==> config.mk <==
export PLATFORM = sky130hd
export DESIGN_NAME = irpm_modulator
export DESIGN_NICKNAME = d
export VERILOG_FILES = /design/src/logic/irpm_pkg.sv /design/src/logic/irpm_carrier.sv /design/src/logic/irpm_modulator.sv
export SDC_FILE = /design/constraint.sdc
export NUM_CORES = 1
export LEC_CHECK = 0
export BUFFER_PORTS_ARGS = -buffer_cell sky130_fd_sc_hd__buf_2
export CORE_AREA = 2 2 101 103
export CTS_CLUSTER_DIAMETER = 30
export DETAILED_ROUTE_END_ITERATION = 12
export DIE_AREA = 0 0 103 105
export PLACE_DENSITY = 0.69
export REMOVE_ABC_BUFFERS = 1
export SETUP_SLACK_MARGIN = 0.05
export SYNTH_ARGS = -nofsm -noshare
export SYNTH_HDL_FRONTEND = slang
export SYNTH_SLANG_ARGS = --single-unit
==> constraint.sdc <==
create_clock -name core_clk_in -period 8.2 [get_ports core_clk_in]
set_input_delay 0.41 -clock core_clk_in [delete_from_list [all_inputs] [get_ports core_clk_in]]
set_output_delay 0.41 -clock core_clk_in [all_outputs]
set_load 0.02 [all_outputs]
==> src/logic/irpm_pkg.sv <==
package irpm_pkg;
	// -------------------------------------------------------------------------
	// register spaces and offsets
	// -------------------------------------------------------------------------
	localparam logic SPACE_DATA = 1'b0; // data-space registers
	localparam logic SPACE_CTRL = 1'b1; // control-space registers
	localparam logic [3:0] OFS_PULSE_COUNT_LOW = 4'h6;
	localparam logic [3:0] OFS_PULSE_COUNT_HIGH = 4'h7;
	localparam logic [3:0] OFS_COUNTER_CONTROL = 4'h8;
	localparam logic [3:0] OFS_LOW_PHASE_LENGTH = 4'h9;
	localparam logic [3:0] OFS_HIGH_PHASE_LENGTH = 4'ha;
	localparam logic [3:0] OFS_PULSE_TIMER_VALUE = 4'hb;
	localparam logic [3:0] OFS_COUNTER_STATUS_ENABLES = 4'hb;
	localparam logic [3:0] OFS_MODULATOR_CONTROL = 4'hd;
	localparam logic [3:0] OFS_BURST_FLAG = 4'hf;

	// -------------------------------------------------------------------------
	// field positions, masks and reset values
	// -------------------------------------------------------------------------
	localparam int BIT_BURST_IRQ_ENABLE = 6;
	localparam int BIT_UPPER_BYTE_ENABLE = 4;
	localparam int BIT_DUTY_RATIO_LO = 6;
	localparam int BIT_CARRIER_DIV_LO = 4;
	localparam int BIT_MODULATOR_ENABLE = 3;
	localparam int BIT_CARRIER_MODULATE = 2;
	localparam int BIT_LONG_PULSE_SELECT = 1;
	localparam int BIT_CONTINUOUS = 0;
	localparam int BIT_BURST_DONE_FLAG = 0;
	localparam logic [7:0] MASK_COUNTER_STATUS = 8'h77;
	localparam logic [7:0] MASK_COUNTER_CONTROL = 8'hf0;
	localparam logic [7:0] RST_BYTE = 8'h00;

	// -------------------------------------------------------------------------
	// modulation clock and duty codes
	// -------------------------------------------------------------------------
	localparam logic [1:0] DIV_BY1 = 2'h0;
	localparam logic [1:0] DIV_BY4 = 2'h2;
	localparam logic [1:0] DIV_BY8 = 2'h3;
	localparam logic [3:0] DIV_COUNT_1 = 4'h1;
	localparam logic [3:0] DIV_COUNT_4 = 4'h4;
	localparam logic [3:0] DIV_COUNT_8 = 4'h8;
	localparam logic [1:0] DUTY_1_2 = 2'h0;
	localparam logic [1:0] DUTY_1_3 = 2'h1;
	localparam logic [1:0] DUTY_1_4 = 2'h2;
	localparam logic [2:0] DUTY_DEN_2 = 3'h2;
	localparam logic [2:0] DUTY_DEN_3 = 3'h3;
	localparam logic [2:0] DUTY_DEN_4 = 3'h4;

	typedef enum logic [3:0] {
		IRPM_IDLE = 4'b0001,
		IRPM_LOW = 4'b0010,
		IRPM_HIGH = 4'b0100,
		IRPM_DONE = 4'b1000
	} irpm_state_t;

	// core cycles per modulation-clock tick; undefined code acts as divide by one
	function automatic logic [3:0] irpm_div_count(input logic [1:0] sel);
		unique case (sel)
			DIV_BY4: irpm_div_count = DIV_COUNT_4;
			DIV_BY8: irpm_div_count = DIV_COUNT_8;
			default: irpm_div_count = DIV_COUNT_1;
		endcase
	endfunction

	// ticks per carrier period; undefined code acts as 1:2
	function automatic logic [2:0] irpm_duty_den(input logic [1:0] sel);
		unique case (sel)
			DUTY_1_3: irpm_duty_den = DUTY_DEN_3;
			DUTY_1_4: irpm_duty_den = DUTY_DEN_4;
			default: irpm_duty_den = DUTY_DEN_2;
		endcase
	endfunction
endpackage

==> src/logic/irpm_carrier.sv <==
`timescale 1ns/1ns
module irpm_carrier
	import irpm_pkg::*;
(
	input wire logic core_clk_in,
	input wire logic rstn_in,
	input wire logic run_in,
	input wire logic [1:0] div_sel_in,
	input wire logic [1:0] duty_sel_in,
	output logic tick_out,
	output logic carrier_on_out
);
	logic [3:0] div_cnt_r;
	logic [2:0] phase_r;
	logic [3:0] div_n;
	logic [2:0] den_n;

	assign div_n = irpm_div_count(div_sel_in);
	assign den_n = irpm_duty_den(duty_sel_in);

	// -------------------------------------------------------------------------
	// modulation clock enable
	// -------------------------------------------------------------------------
	// divider is preloaded while idle so the first tick lands one full period after start;
	// a plain restart would stretch the first phase of every burst by a cycle
	always_ff @(posedge core_clk_in) begin
		if (!rstn_in) begin
			div_cnt_r <= 4'h0;
			tick_out <= 1'b0;
		end else if (!run_in) begin
			div_cnt_r <= 4'h1;
			tick_out <= (div_n == DIV_COUNT_1);
		end else if (div_cnt_r >= div_n - 4'h1) begin
			div_cnt_r <= 4'h0;
			tick_out <= 1'b1;
		end else begin
			div_cnt_r <= div_cnt_r + 4'h1;
			tick_out <= 1'b0;
		end
	end

	// carrier: on for one tick out of each duty period
	always_ff @(posedge core_clk_in) begin
		if (!rstn_in || !run_in) begin
			phase_r <= 3'h0;
			carrier_on_out <= 1'b1;
		end else if (tick_out) begin
			phase_r <= (phase_r >= den_n - 3'h1) ? 3'h0 : phase_r + 3'h1;
			carrier_on_out <= (phase_r >= den_n - 3'h1);
		end
	end
endmodule // irpm_carrier

==> src/logic/irpm_modulator.sv <==
`timescale 1ns/1ns
// Contract
// - low phase lasts low-length ticks
// - high phase lasts high-length ticks
// - timer reloads alternately, counts down per tick
// - count low byte readable, writable, reset-cleared
// - count high byte readable, writable, reset-cleared
// - status bit 6 gates burst interrupt
// - control bit 4 enables count upper byte
// - bits 7:6 select duty ratio
// - bits 5:4 select modulation clock divider
// - enable low disables modulator entirely
// - enable high ignores trigger bits, counts down
// - carrier bit modulates each low phase
// - long pulse ignores high-length, one pulse
// - long pulse carrier-modulated when carrier set
// - continuous mode: endless train, count unused
// - train drives port six bit seven
// - low byte write starts burst, output low
// - count decrements per low; zero ends burst
module irpm_modulator
	import irpm_pkg::*;
(
	input wire logic core_clk_in,
	input wire logic rstn_in,
	input wire logic reg_space_in,
	input wire logic [3:0] reg_addr_in,
	input wire logic reg_wr_in,
	input wire logic [7:0] reg_wdata_in,
	output logic [7:0] reg_rdata_out,
	output logic port6_bit7_out,
	output logic burst_irq_out
);
	// -------------------------------------------------------------------------
	// registers
	// -------------------------------------------------------------------------
	logic [7:0] pulse_count_low_r;
	logic [7:0] pulse_count_high_r;
	logic [7:0] counter_control_r;
	logic [7:0] low_phase_length_r;
	logic [7:0] high_phase_length_r;
	logic [7:0] counter_status_enables_r;
	logic [7:0] modulator_control_r;
	logic [7:0] pulse_timer_value_r;
	logic burst_done_flag_r;
	logic enable_d_r;
	irpm_state_t state_r;

	logic wr_data_space;
	logic wr_ctrl_space;
	logic wr_count_low;
	logic wr_count_high;
	logic modulator_enable;
	logic carrier_modulate;
	logic long_pulse_select;
	logic continuous;
	logic upper_byte_enable;
	logic burst_irq_enable;
	logic mod_tick;
	logic carrier_on;
	logic run;
	logic [15:0] pulse_counter_16bit;
	logic [15:0] count_dec;
	logic phase_end;
	logic low_end;
	logic burst_end;
	logic start;

	assign wr_data_space = reg_wr_in && reg_space_in == SPACE_DATA;
	assign wr_ctrl_space = reg_wr_in && reg_space_in == SPACE_CTRL;
	assign wr_count_low = wr_ctrl_space && reg_addr_in == OFS_PULSE_COUNT_LOW;
	assign wr_count_high = wr_ctrl_space && reg_addr_in == OFS_PULSE_COUNT_HIGH;

	assign modulator_enable = modulator_control_r[BIT_MODULATOR_ENABLE];
	assign carrier_modulate = modulator_control_r[BIT_CARRIER_MODULATE];
	assign long_pulse_select = modulator_control_r[BIT_LONG_PULSE_SELECT];
	assign continuous = modulator_control_r[BIT_CONTINUOUS] && !long_pulse_select;
	assign upper_byte_enable = counter_control_r[BIT_UPPER_BYTE_ENABLE];
	assign burst_irq_enable = counter_status_enables_r[BIT_BURST_IRQ_ENABLE];

	// -------------------------------------------------------------------------
	// burst sequencing terms
	// -------------------------------------------------------------------------
	// upper byte counts only when enabled; otherwise the burst is the low byte alone
	assign pulse_counter_16bit = upper_byte_enable ? {pulse_count_high_r, pulse_count_low_r}
		: {8'h00, pulse_count_low_r};
	assign count_dec = pulse_counter_16bit - 16'h0001;
	assign run = state_r == IRPM_LOW || state_r == IRPM_HIGH;
	assign phase_end = run && mod_tick && pulse_timer_value_r <= 8'h01;
	assign low_end = phase_end && state_r == IRPM_LOW;
	// a burst that reaches zero ends; continuous mode never counts
	assign burst_end = low_end && !continuous && count_dec == 16'h0000;
	// trigger-source and edge bits are never consulted here
	assign start = modulator_enable && state_r == IRPM_IDLE
		&& (wr_count_low || (!enable_d_r && pulse_counter_16bit != 16'h0000));

	irpm_carrier u_carrier (
		.core_clk_in(core_clk_in),
		.rstn_in(rstn_in),
		.run_in(run),
		.div_sel_in(modulator_control_r[BIT_CARRIER_DIV_LO +: 2]),
		.duty_sel_in(modulator_control_r[BIT_DUTY_RATIO_LO +: 2]),
		.tick_out(mod_tick),
		.carrier_on_out(carrier_on)
	);

	// -------------------------------------------------------------------------
	// configuration registers
	// -------------------------------------------------------------------------
	always_ff @(posedge core_clk_in) begin
		if (!rstn_in) begin
			counter_control_r <= RST_BYTE;
			low_phase_length_r <= RST_BYTE;
			high_phase_length_r <= RST_BYTE;
			counter_status_enables_r <= RST_BYTE;
			modulator_control_r <= RST_BYTE;
		end else begin
			if (wr_ctrl_space && reg_addr_in == OFS_COUNTER_CONTROL)
				counter_control_r <= reg_wdata_in & MASK_COUNTER_CONTROL;
			if (wr_ctrl_space && reg_addr_in == OFS_LOW_PHASE_LENGTH)
				low_phase_length_r <= reg_wdata_in;
			if (wr_ctrl_space && reg_addr_in == OFS_HIGH_PHASE_LENGTH)
				high_phase_length_r <= reg_wdata_in;
			if (wr_data_space && reg_addr_in == OFS_COUNTER_STATUS_ENABLES)
				counter_status_enables_r <= reg_wdata_in & MASK_COUNTER_STATUS;
			if (wr_data_space && reg_addr_in == OFS_MODULATOR_CONTROL)
				modulator_control_r <= reg_wdata_in;
		end
	end

	// -------------------------------------------------------------------------
	// pulse count bytes
	// -------------------------------------------------------------------------
	// a software write in the same cycle as a decrement takes precedence
	always_ff @(posedge core_clk_in) begin
		if (!rstn_in) begin
			pulse_count_low_r <= RST_BYTE;
			pulse_count_high_r <= RST_BYTE;
		end else begin
			if (wr_count_low)
				pulse_count_low_r <= reg_wdata_in;
			else if (low_end && !continuous)
				pulse_count_low_r <= count_dec[7:0];
			if (wr_count_high)
				pulse_count_high_r <= reg_wdata_in;
			else if (low_end && !continuous && upper_byte_enable)
				pulse_count_high_r <= count_dec[15:8];
		end
	end

	// -------------------------------------------------------------------------
	// sequencer and pulse timer
	// -------------------------------------------------------------------------
	always_ff @(posedge core_clk_in) begin
		if (!rstn_in) begin
			state_r <= IRPM_IDLE;
			pulse_timer_value_r <= RST_BYTE;
			enable_d_r <= 1'b0;
		end else begin
			enable_d_r <= modulator_enable;
			if (!modulator_enable) begin
				state_r <= IRPM_IDLE;
			end else begin
				unique case (state_r)
					IRPM_IDLE: begin
						if (start) begin
							state_r <= IRPM_LOW;
							pulse_timer_value_r <= low_phase_length_r;
						end
					end
					IRPM_LOW: begin
						if (burst_end) begin
							state_r <= IRPM_DONE;
						end else if (low_end && long_pulse_select) begin
							pulse_timer_value_r <= low_phase_length_r;
						end else if (low_end) begin
							state_r <= IRPM_HIGH;
							pulse_timer_value_r <= high_phase_length_r;
						end else if (mod_tick) begin
							pulse_timer_value_r <= pulse_timer_value_r - 8'h01;
						end
					end
					IRPM_HIGH: begin
						if (phase_end) begin
							state_r <= IRPM_LOW;
							pulse_timer_value_r <= low_phase_length_r;
						end else if (mod_tick) begin
							pulse_timer_value_r <= pulse_timer_value_r - 8'h01;
						end
					end
					IRPM_DONE: begin
						// only a disable leaves a finished burst
						state_r <= IRPM_DONE;
					end
				endcase
			end
		end
	end

	// -------------------------------------------------------------------------
	// completion flag, interrupt and output pin
	// -------------------------------------------------------------------------
	// software clears by writing zero to the flag bit; a new completion wins
	always_ff @(posedge core_clk_in) begin
		if (!rstn_in) begin
			burst_done_flag_r <= 1'b0;
		end else if (burst_end) begin
			burst_done_flag_r <= 1'b1;
		end else if (wr_data_space && reg_addr_in == OFS_BURST_FLAG
			&& !reg_wdata_in[BIT_BURST_DONE_FLAG]) begin
			burst_done_flag_r <= 1'b0;
		end
	end

	always_ff @(posedge core_clk_in) begin
		if (!rstn_in) begin
			burst_irq_out <= 1'b0;
		end else begin
			burst_irq_out <= burst_done_flag_r && burst_irq_enable;
		end
	end

	// active low; carrier chops the low phase, including a long pulse
	always_ff @(posedge core_clk_in) begin
		if (!rstn_in) begin
			port6_bit7_out <= 1'b1;
		end else begin
			port6_bit7_out <= !(state_r == IRPM_LOW
				&& (!carrier_modulate || carrier_on));
		end
	end

	// -------------------------------------------------------------------------
	// read path
	// -------------------------------------------------------------------------
	// answer one cycle after the address; unmapped offsets read zero
	always_ff @(posedge core_clk_in) begin
		if (!rstn_in) begin
			reg_rdata_out <= 8'h00;
		end else if (reg_space_in == SPACE_CTRL) begin
			unique case (reg_addr_in)
				OFS_PULSE_COUNT_LOW: reg_rdata_out <= pulse_count_low_r;
				OFS_PULSE_COUNT_HIGH: reg_rdata_out <= pulse_count_high_r;
				OFS_COUNTER_CONTROL: reg_rdata_out <= counter_control_r;
				OFS_LOW_PHASE_LENGTH: reg_rdata_out <= low_phase_length_r;
				OFS_HIGH_PHASE_LENGTH: reg_rdata_out <= high_phase_length_r;
				OFS_PULSE_TIMER_VALUE: reg_rdata_out <= pulse_timer_value_r;
				default: reg_rdata_out <= 8'h00;
			endcase
		end else begin
			unique case (reg_addr_in)
				OFS_COUNTER_STATUS_ENABLES: reg_rdata_out <= counter_status_enables_r;
				OFS_MODULATOR_CONTROL: reg_rdata_out <= modulator_control_r;
				OFS_BURST_FLAG: reg_rdata_out <= {7'h00, burst_done_flag_r};
				default: reg_rdata_out <= 8'h00;
			endcase
		end
	end
endmodule // irpm_modulator

==> flow_summary_export.csv, run 1 <==
group,metric,value,unit
run_status,status,"completed",
min_path,min_from,"rstn_in",
timing,finClkSkew,9.66,ps
pwr,pwr-share-comb,0.073,
grt,grt_pass1_vias,4090,
yosys,netlist_top_cells_area,"dfxtp_1 (35%), mux2i_1 (8.6%), nor2_1 (6.0%)",
clock_network,numCtsBuffers,9,
route,vias,4361,
route,drtIter0Drc,343,
clock_network,clk_pin_slew_worst_paths,90,ps
clock_network,root_buffer,"clkbuf_8",
min_path,hold_path_class,"input port to flip-flop",
yosys,yosys.area.top_type,"dfxtp_1",
yosys,yosys_warnings,0,
yosys,ys.flop_type,"dfxtp_1",
setup_path,cp.required,8460,ps
finish,seqCellArea,1660,um^2
finish,multiInputGateArea,2880,um^2
timing,fmax,0.306,GHz
yosys,synth_area,4770,um^2
pwr,leakage,1.84,nW
yosys,synthCells,571,
setup_path,cp_slowest_cell,"nor4_2",
placement,dp_hpwl,9.57,mm
finish,final_net_count,608,
setup_path,cp_num_buf_inv,0,
finish,instances_no_fill,714,
pwr,switching_share,0.258,
clock_network,cts_resized,0,
pwr,ir_worst_vdd,107,uV
pwr,power_density,150,nW/um^2
clock_network,cts_buffer_depth,2,
floorplan,die_y,105,um
timing,hold_viol_final,0,
setup_path,worstPathCellList,"nor4_2 > nand4_2 > a32o_1 > a2111o_1 > or4_4 > and2_4 > a32o_1",
yosys,synth_top_area_share,0.348,
job,drv_cap,0,
clock_network,clock_latency,370,ps
pwr,internal_power,0.573,mW
route,dr.pass1.iters,5,
placement,place_area,4960,um^2
floorplan,io_pins,26,
route,detail-route-antenna-nets,0,
setup_path,arrival,3530,ps
setup_path,reg2reg_from,"pulse_count_low_r[2]",
grt,grt_use_total,0.260,
floorplan,core,9640,um^2
placement,gp_congestion,0.950,
grt,grt_pass1_wl,21.9,mm
placement,placed_cells,698,
yosys,synth_cell_types,68,
finish,fillers,911,
timing,rsz0062_at_grt,"no",
finish,drive_above_1_share,0.110,
route,drc,0,
timing,tightestPinTransition,1020,ps
clock_network,cts_max_level,3,
setup_path,cp_common_cell,"a32o_1",
yosys,avgSynthCellArea,8.36,um^2
route,viasPerCell,6.11,
yosys,ys_seq_area_frac,0.348,
setup_path,cp_max_fo,14,
timing,slew_violations,0,
yosys,async_flop_share,0,
setup_path,setup.worst_path.start_class,"flip-flop",
pwr,p_seq_frac,0.531,
finish,area_growth,8.16,%
timing,slew-limit-headroom,0.313,
yosys,synth_edf_count,0,
pwr,clkPwrFrac,0.396,
setup_path,max_stage_delay,800,ps
setup_path,crit_start,"pulse_count_low_r[2]",
floorplan,die-area,10800,um^2
finish,final_core_util,0.535,
setup_path,cp-end-kind,"flip-flop",
setup_path,crit_type,"flip-flop to flip-flop",
timing,finalCriticalPeriod,3270,ps
route,routed_wl,13.5,mm
finish,final_common_cell,"dfxtp_1",
clock_network,ctsHoldBuffers,0,
floorplan,start_util,0.495,
timing,report.final.setup_viol,0,
route,wl_per_cell,18.9,um
floorplan,rows,36,
pwr,power_switching,0.199,mW
grt,grt_max_degree,61,
finish,fin_area,5160,um^2
clock_network,post_cts.repair.setup_buffers,0,
grt,antenna_found_initial,0,
grt,grt.overflow.total,0,
timing,fin_crit_sh,0.399,
yosys,synth-seq-cells,83,
clock_network,cts.sinks,83,
setup_path,critical-path-top-delay-family,"simple AND/OR/NAND/NOR gates",
floorplan,die_w,103,um
clock_network,cts_tree,"yes",
finish,antennaDiodeCount,0,
timing,fin_tns_setup,0,ps
placement,portBuffers,25,
finish,mostFrequentLayoutCells,"dfxtp_1 (83), nor2_1 (76), nand2_1 (41), mux2i_1 (41), a21oi_1 (31)",
[logic make-up after synthesis]
group,share of synthesized area
simple gates,0.215
compound gates,0.221
flops,0.348
buf+inv,0.0490
mux,0.0860
xor+xnor,0.0386
fa+ha+maj,0.0420
other cells,0.000786
[routing by layer]
| layer | vias up | GRT usage | part of all wire |
|---|---|---|---|
| met5 | - | 0 | 0 |
| met4 | 0 | 0.0846 | 0.028 |
| met2 | 216 | 0.396 | 0.46 |
| met3 | 35 | 0.0542 | 0.083 |
| met1 | 2013 | 0.364 | 0.43 |
| li1 | 2097 | - | - |
[cell usage after synthesis (all sizes together), types with 3 or more instances]
master	instances
nand2b	7
inv	20
nand4b	4
or3	7
a211oi	22
nor2b	5
dfxtp	83
buf	7
a32o	3
and3	9
nor4	4
a21o	5
xor2	12
mux2i	41
clkbuf	30
nand4	6
o211a	3
nor3b	3
o31ai	6
a21oi	31
o22ai	5
xnor2	9
ha	16
a311oi	4
o21ai	21
a22oi	16
nand2	41
nor3	12
a222oi	3
a21boi	3
or4	4
o211ai	6
nand3	17
nor2	76
[state kept, by name (all words and copies together), names as in the netlist, 3 cells and up]
signal / count
reg_rdata_out: 8
counter_control_r: 4
state_r: 4
low_phase_length_r: 8
counter_status_enables_r: 6
u_carrier.div_cnt_r: 4
pulse_count_high_r: 8
pulse_count_low_r: 8
high_phase_length_r: 8
pulse_timer_value_r: 8
modulator_control_r: 8
u_carrier.phase_r: 3
[final cells by class]
cell class | instances | area share
multi-input combinational | 430 | 0.558
sequential | 83 | 0.322
timing repair buffer | 31 | 0.0330
tap | 133 | 0.0323
clock buffer | 11 | 0.0274
inverter | 21 | 0.0153
clock inverter | 5 | 0.0116
[through the flow]
stage / hold WS [ps] / power (mW) / setup slack (ps)
2_1_floorplan: 422 / 0.450 / 5140
3_3_place_gp: 431 / 0.474 / 5030
3_5_place_dp: 438 / 0.475 / 4940
4_1_cts: 356 / 0.776 / 4950
5_1_grt: 362 / 0.799 / 4750
6_report: 366 / 0.772 / 4930
[power by group through the flow]
| stage | Sequential, mW | Clock (mW) | Combinational [mW] |
|---|---|---|---|
| detailed placement | 0.420 | 0 | 0.0550 |
| finish | 0.410 | 0.306 | 0.0566 |
| global placement | 0.419 | 0 | 0.0545 |
| global route | 0.411 | 0.326 | 0.0615 |
| CTS | 0.410 | 0.311 | 0.0553 |
| floorplan | 0.418 | 0 | 0.0319 |
[worst paths after layout]
path,slack (ps),cells past startpoint,endpoint
worst max-delay path,4930,7,pulse_timer_value_r[0]
worst min-delay path,370,2,port6_bit7_out
worst max register to register,4930,7,pulse_timer_value_r[0]
worst min register to register,460,1,u_carrier.carrier_on_out
Note: power is estimated with default switching activity, not from simulation.
==> run 2: changes to the inputs <==
--- a/config.mk
+++ b/config.mk
@@ -10,7 +10,7 @@
 export CTS_CLUSTER_DIAMETER = 30
 export DETAILED_ROUTE_END_ITERATION = 12
 export DIE_AREA = 0 0 103 105
-export PLACE_DENSITY = 0.69
+export PLACE_DENSITY = 0.72
 export REMOVE_ABC_BUFFERS = 1
 export SETUP_SLACK_MARGIN = 0.05
 export SYNTH_ARGS = -nofsm -noshare
==> constraint.sdc (replaced) <==
create_clock -name core_clk_in -period 2.8 [get_ports core_clk_in]
set_input_delay 0.14 -clock core_clk_in [delete_from_list [all_inputs] [get_ports core_clk_in]]
set_output_delay 0.14 -clock core_clk_in [all_outputs]
set_load 0.02 [all_outputs]
==> run 2 against run 1 <==
Net effect: combinational power grew to 3.3 times the previous value; routed wire length grew 6.5%; critical endpoint unchanged; utilization grew 3.1 points; sequential share of layout area shrank 1.8 points; register-to-register slack lost 4700 ps; die area is the same; critical path type unchanged; maximum frequency grew 25%; largest power group unchanged; highest routed layer unchanged; via count grew 5.3%; count of clock-buffer cells in the layout shrank 1.
==> flow_summary_export.csv, run 2 (synthesis gave the netlist of run 1 again) <==
group,metric,value,unit
clock_network,numCtsBuffers,9,
setup_path,reg2reg_from,"pulse_count_low_r[1]",
timing,fin_crit_sh,0.935,
clock_network,cts_max_level,3,
finish,instances_no_fill,742,
pwr,power_switching,0.616,mW
placement,placed_cells,726,
route,drtIter0Drc,532,
grt,grt_pass1_vias,4297,
grt,antenna_found_initial,0,
finish,final_net_count,636,
floorplan,die_y,105,um
grt,use_met3,0.0455,
grt,grt_busiest_layer,"met2",
route,routed_wl,14.4,mm
route,wl_per_cell,19.4,um
grt,grtUsageMet1,0.374,
setup_path,cp-end-kind,"flip-flop",
placement,place_ws,20.1,ps
pwr,leakage,2.02,nW
grt,grt.overflow.total,0,
route,vias,4592,
timing,rsz0062_at_grt,"no",
clock_network,cts_buffer_depth,2,
setup_path,cp_slowest_cell,"or4_4",
timing,finalHoldWorstSlack,84.2,ps
timing,finalCriticalPeriod,2620,ps
pwr,pwr-share-comb,0.077,
route,detail-route-antenna-nets,0,
route,dr.pass1.iters,7,
pwr,power_density,440,nW/um^2
clock_network,root_buffer,"clkbuf_8",
min_path,min_from,"rstn_in",
timing,slew_violations,0,
floorplan,start_util,0.495,
setup_path,crit_start,"pulse_count_low_r[1]",
floorplan,rows,36,
route,viasPerCell,6.19,
pwr,ir_worst_vdd,293,uV
pwr,p_seq_frac,0.498,
grt,grt_use_total,0.275,
finish,final_common_cell,"dfxtp_1",
route,drc,0,
placement,portBuffers,25,
clock_network,post_cts.repair.setup_buffers,0,
clock_network,clk_pin_slew_worst_paths,90,ps
grt,grt_max_degree,61,
placement,gp_congestion,0.975,
placement,dp_hpwl,10.5,mm
timing,slew-limit-headroom,0.540,
finish,final_core_util,0.566,
setup_path,cp_max_fo,7,
setup_path,cp_num_buf_inv,1,
finish,fillers,916,
pwr,internal_power,1.79,mW
clock_network,cts_tree,"yes",
floorplan,io_pins,26,
setup_path,max_stage_delay,450,ps
floorplan,die-area,10800,um^2
timing,finClkSkew,11.2,ps
finish,mostFrequentLayoutCells,"dfxtp_1 (83), nor2_1 (76), nand2_1 (41), mux2i_1 (41), buf_4 (33)",
timing,hold_viol_final,0,
timing,setup_ws,182,ps
grt,use_met2,0.423,
setup_path,critical-path-top-delay-family,"simple AND/OR/NAND/NOR gates",
pwr,clkPwrFrac,0.425,
finish,antennaDiodeCount,0,
finish,fin_area,5460,um^2
setup_path,arrival,2880,ps
setup_path,setup.worst_path.start_class,"flip-flop",
run_status,status,"completed",
pwr,switching_share,0.256,
timing,report.final.setup_viol,0,
job,drv_cap,0,
min_path,hold_path_class,"input port to flip-flop",
finish,area_growth,14.4,%
setup_path,worstPathCellList,"inv_1 > ha_2 > nor3b_4 > nand4_2 > a32o_2 > a2111o_1 > or4_4 > and2_4 > a32o_1",
clock_network,cts.sinks,83,
floorplan,die_w,103,um
timing,tightestPinTransition,690,ps
setup_path,crit_type,"flip-flop to flip-flop",
finish,drive_above_1_share,0.171,
floorplan,core,9640,um^2
grt,grt_pass1_wl,23.0,mm
timing,fmax,0.382,GHz
clock_network,clock_latency,370,ps
setup_path,cp.required,3060,ps
placement,place_area,5170,um^2
==> run 2: cell types whose count changed in the layout (fill, tap and decap cells not counted), sizes merged <==
| cell | previous run | this run |
|---|---|---|
| buf | 31 | 59 |
| bufinv | 1 | 2 |
| clkbuf | 11 | 10 |
| clkinv | 3 | 2 |
| clkinvlp | 1 | 0 |
| inv | 21 | 23 |
==> run 2: worst paths after layout <==
path              slack (ps)                  endpoint  cells after the start
setup / recovery         180    pulse_timer_value_r[0]                      9
hold / removal            80            port6_bit7_out                      2
setup reg to reg         180    pulse_timer_value_r[0]                      9
hold reg to reg          460  u_carrier.carrier_on_out                      1
==> run 2: layout make-up <==
| type | count | area (um^2) | share of cell area |
|---|---|---|---|
| Clock buffer | 10 | 138 | 0.0252 |
| Clock inverter | 6 | 95.1 | 0.0174 |
| Inverter | 21 | 78.8 | 0.0144 |
| Multi-Input combinational cell | 430 | 2930 | 0.538 |
| Sequential cell | 83 | 1660 | 0.304 |
| Tap cell | 133 | 166 | 0.0305 |
| Timing Repair Buffer | 59 | 384 | 0.0704 |
==> run 2: metrics by stage <==
stage          power, mW  TNS [ps]
2_1_floorplan       1.32      -469
3_3_place_gp        1.40         0
3_5_place_dp        1.40         0
4_1_cts             2.40         0
5_1_grt             2.46         0
6_report            2.40         0
==> run 2: timing repair <==
| item | 4_1_cts | 5_1_grt |
|---|---|---|
| pin swaps | 0 | 1 |
| cloned | 0 | 0 |
| setup endpoints to repair | 6 | 10 |
| hold buffers | 0 | 0 |
| resized for setup | 3 | 13 |
==> run 2: power by group through the flow <==
stage                     Combinational (mW)  Sequential, mW  Clock, mW
after global routing                   0.202            1.20       1.06
after floorplan                       0.0933            1.22          0
after detailed placement               0.179            1.22          0
after global placement                 0.176            1.22          0
final                                  0.185            1.20       1.02
after CTS                              0.180            1.20       1.03
==> run 2: metal layers <==
layer,part of all wire,wire length [um],vias to the layer above
met4,0.043,617,0
met1,0.41,5910,2125
met5,0,0,-
met3,0.079,1130,69
li1,-,-,2159
met2,0.47,6710,239
==> run 3: changes to the inputs <==
--- a/config.mk
+++ b/config.mk
@@ -7,12 +7,14 @@
 export LEC_CHECK = 0
 export BUFFER_PORTS_ARGS = -buffer_cell sky130_fd_sc_hd__buf_2
 export CORE_AREA = 2 2 101 103
+export CTS_BUF_LIST = sky130_fd_sc_hd__clkbuf_2
 export CTS_CLUSTER_DIAMETER = 30
 export DETAILED_ROUTE_END_ITERATION = 12
 export DIE_AREA = 0 0 103 105
 export PLACE_DENSITY = 0.72
 export REMOVE_ABC_BUFFERS = 1
 export SETUP_SLACK_MARGIN = 0.05
+export SKIP_LAST_GASP = 1
 export SYNTH_ARGS = -nofsm -noshare
 export SYNTH_HDL_FRONTEND = slang
 export SYNTH_SLANG_ARGS = --single-unit
==> run 3 against run 2 <==
Net effect: sequential power is essentially flat; critical path type unchanged; highest routed layer unchanged; clock skew up 13 ps; register-to-register slack improved by 20 ps; final area grew 0.23%; utilization is 0.13 points higher; sequential share of layout area hardly changed.
==> flow_summary_export.csv, run 3 (synthesis gave the netlist of run 1 again) <==
group,metric,value,unit
placement,portBuffers,25,
finish,final_core_util,0.567,
setup_path,cp-end-kind,"flip-flop",
timing,finalCriticalPeriod,2600,ps
clock_network,cts_max_level,3,
min_path,hold_path_class,"input port to flip-flop",
setup_path,crit_type,"flip-flop to flip-flop",
floorplan,io_pins,26,
timing,finClkSkew,23.9,ps
timing,fin_crit_sh,0.928,
route,vias,4556,
placement,gp_congestion,0.975,
finish,instances_no_fill,752,
finish,final_common_cell,"dfxtp_1",
route,wl_per_cell,19.1,um
placement,placed_cells,726,
floorplan,start_util,0.495,
timing,hold_viol_final,0,
placement,dp_hpwl,10.5,mm
clock_network,cts.sinks,83,
setup_path,r2r_slack,200,ps
setup_path,arrival,3090,ps
route,dr.pass1.iters,5,
clock_network,cts_tree,"yes",
finish,antennaDiodeCount,0,
floorplan,die-area,10800,um^2
clock_network,root_buffer,"clkbuf_2",
finish,drive_above_1_share,0.168,
route,drc,0,
min_path,min_path_cells,4,
setup_path,cp.required,3290,ps
run_status,status,"completed",
floorplan,rows,36,
pwr,leakage,2.03,nW
setup_path,cp_max_fo,7,
clock_network,clk_pin_slew_worst_paths,240,ps
route,drtIter0Drc,389,
setup_path,rr_endpoint,"pulse_timer_value_r[0]",
finish,area_growth,14.7,%
timing,setup_ws,202,ps
setup_path,setup.worst_path.start_class,"flip-flop",
timing,tightestPinTransition,686,ps
clock_network,post_cts.repair.setup_buffers,0,
grt,grt_max_degree,61,
grt,grt_pass1_vias,4335,
timing,fin_tns_setup,0,ps
finish,fillers,919,
timing,report.final.setup_viol,0,
clock_network,numCtsBuffers,9,
timing,slew-limit-headroom,0.543,
pwr,ir_worst_vdd,250,uV
route,viasPerCell,6.06,
min_path,min_from,"reg_addr_in[3]",
min_path,worstHoldEndpoint,"reg_rdata_out[5]",
job,drv_cap,0,
finish,mostFrequentLayoutCells,"dfxtp_1 (82), nor2_1 (76), nand2_1 (41), mux2i_1 (41), buf_4 (33)",
route,detail-route-antenna-nets,0,
finish,final_net_count,646,
timing,rsz0062_at_grt,"no",
clock_network,cts_buffer_depth,2,
floorplan,core,9640,um^2
timing,fmax,0.385,GHz
grt,antenna_found_initial,0,
floorplan,die_y,105,um
placement,place_ws,20.1,ps
grt,grt_use_total,0.274,
setup_path,reg2reg_from,"pulse_count_low_r[1]",
grt,grt_pass1_wl,22.9,mm
setup_path,worst_r2r_path_depth,9,
pwr,power_density,393,nW/um^2
floorplan,die_w,103,um
grt,grt.overflow.total,0,
clock_network,clock_latency,560,ps
timing,slew_violations,0,
route,routed_wl,14.4,mm
run 3: cell types whose count changed in the layout (fill, tap and decap cells not counted), sizes merged:
| cell | previous run | this run |
|---|---|---|
| clkbuf | 10 | 9 |
| clkinv | 2 | 3 |
| dlygate4sd3 | 0 | 10 |
run 3: layer usage:
| metal | track usage | part of all wire | routed length [um] | vias to the layer above |
|---|---|---|---|---|
| met1 | 0.373 | 0.42 | 6090 | 2117 |
| met3 | 0.0482 | 0.069 | 989 | 54 |
| met2 | 0.425 | 0.47 | 6740 | 206 |
| li1 | - | - | - | 2179 |
| met5 | 0 | 0 | 0 | - |
| met4 | 0.116 | 0.038 | 551 | 0 |
run 3: worst max-delay path, stage by stage, from the launching register on:
cell and delay [ps]:
dfxtp_2 370, inv_1 80, ha_2 180, nor3b_4 240, nand4_2 120, a32o_2 290
a2111o_1 380, or4_4 450, and2_4 220, a32o_1 210
run 3: stage by stage:
stage | total power [mW] | area (um^2) | hold slack, ps
detailed placement | 1.40 | 5170 | 439
finish | 2.15 | 5470 | 91.3
global route | 2.22 | 5470 | 62.7
CTS | 2.16 | 5430 | 56.3
floorplan | 1.32 | 4620 | 212
global placement | 1.40 | 5170 | 429
run 3: what timing repair did:
action / in CTS / in global routing
hold endpoints to repair: 55 / 0
hold buffers: 10 / 0
gates resized for setup: 4 / 13
endpoints found under the setup margin: 8 / 10
pin swaps: 0 / 1
run 3: report_power, final:
group / leakage [nW] / total [mW] / switching, mW / internal (mW)
combinational: 1.28 / 0.196 / 0.125 / 0.0703
sequential: 0.670 / 1.20 / 0.00941 / 1.19
clock: 0.0849 / 0.752 / 0.448 / 0.304
run 3: worst max path at each step:
| stage | start | end | slack (ps) | depth (start not counted) |
|---|---|---|---|---|
| 2_1_floorplan | state_r[2] | pulse_timer_value_r[0] | -110 | 6 |
| 3_3_place_gp | pulse_count_low_r[1] | pulse_timer_value_r[2] | 90 | 10 |
| 3_5_place_dp | pulse_count_low_r[1] | pulse_timer_value_r[2] | 20 | 10 |
| 4_1_cts | pulse_count_low_r[1] | pulse_timer_value_r[5] | 40 | 10 |
| 5_1_grt | pulse_count_low_r[1] | pulse_timer_value_r[5] | 70 | 9 |
| 6_report | pulse_count_low_r[1] | pulse_timer_value_r[0] | 200 | 9 |
run 3: cell type report:
type / count / area, um^2 / share of cell area
timing repair buffer: 69 / 484 / 0.0885
tap: 133 / 166 / 0.0304
sequential: 83 / 1660 / 0.304
clock buffer: 9 / 45.0 / 0.00823
clock inverter: 7 / 98.8 / 0.0181
inverter: 21 / 78.8 / 0.0144
multi-input combinational: 430 / 2930 / 0.536
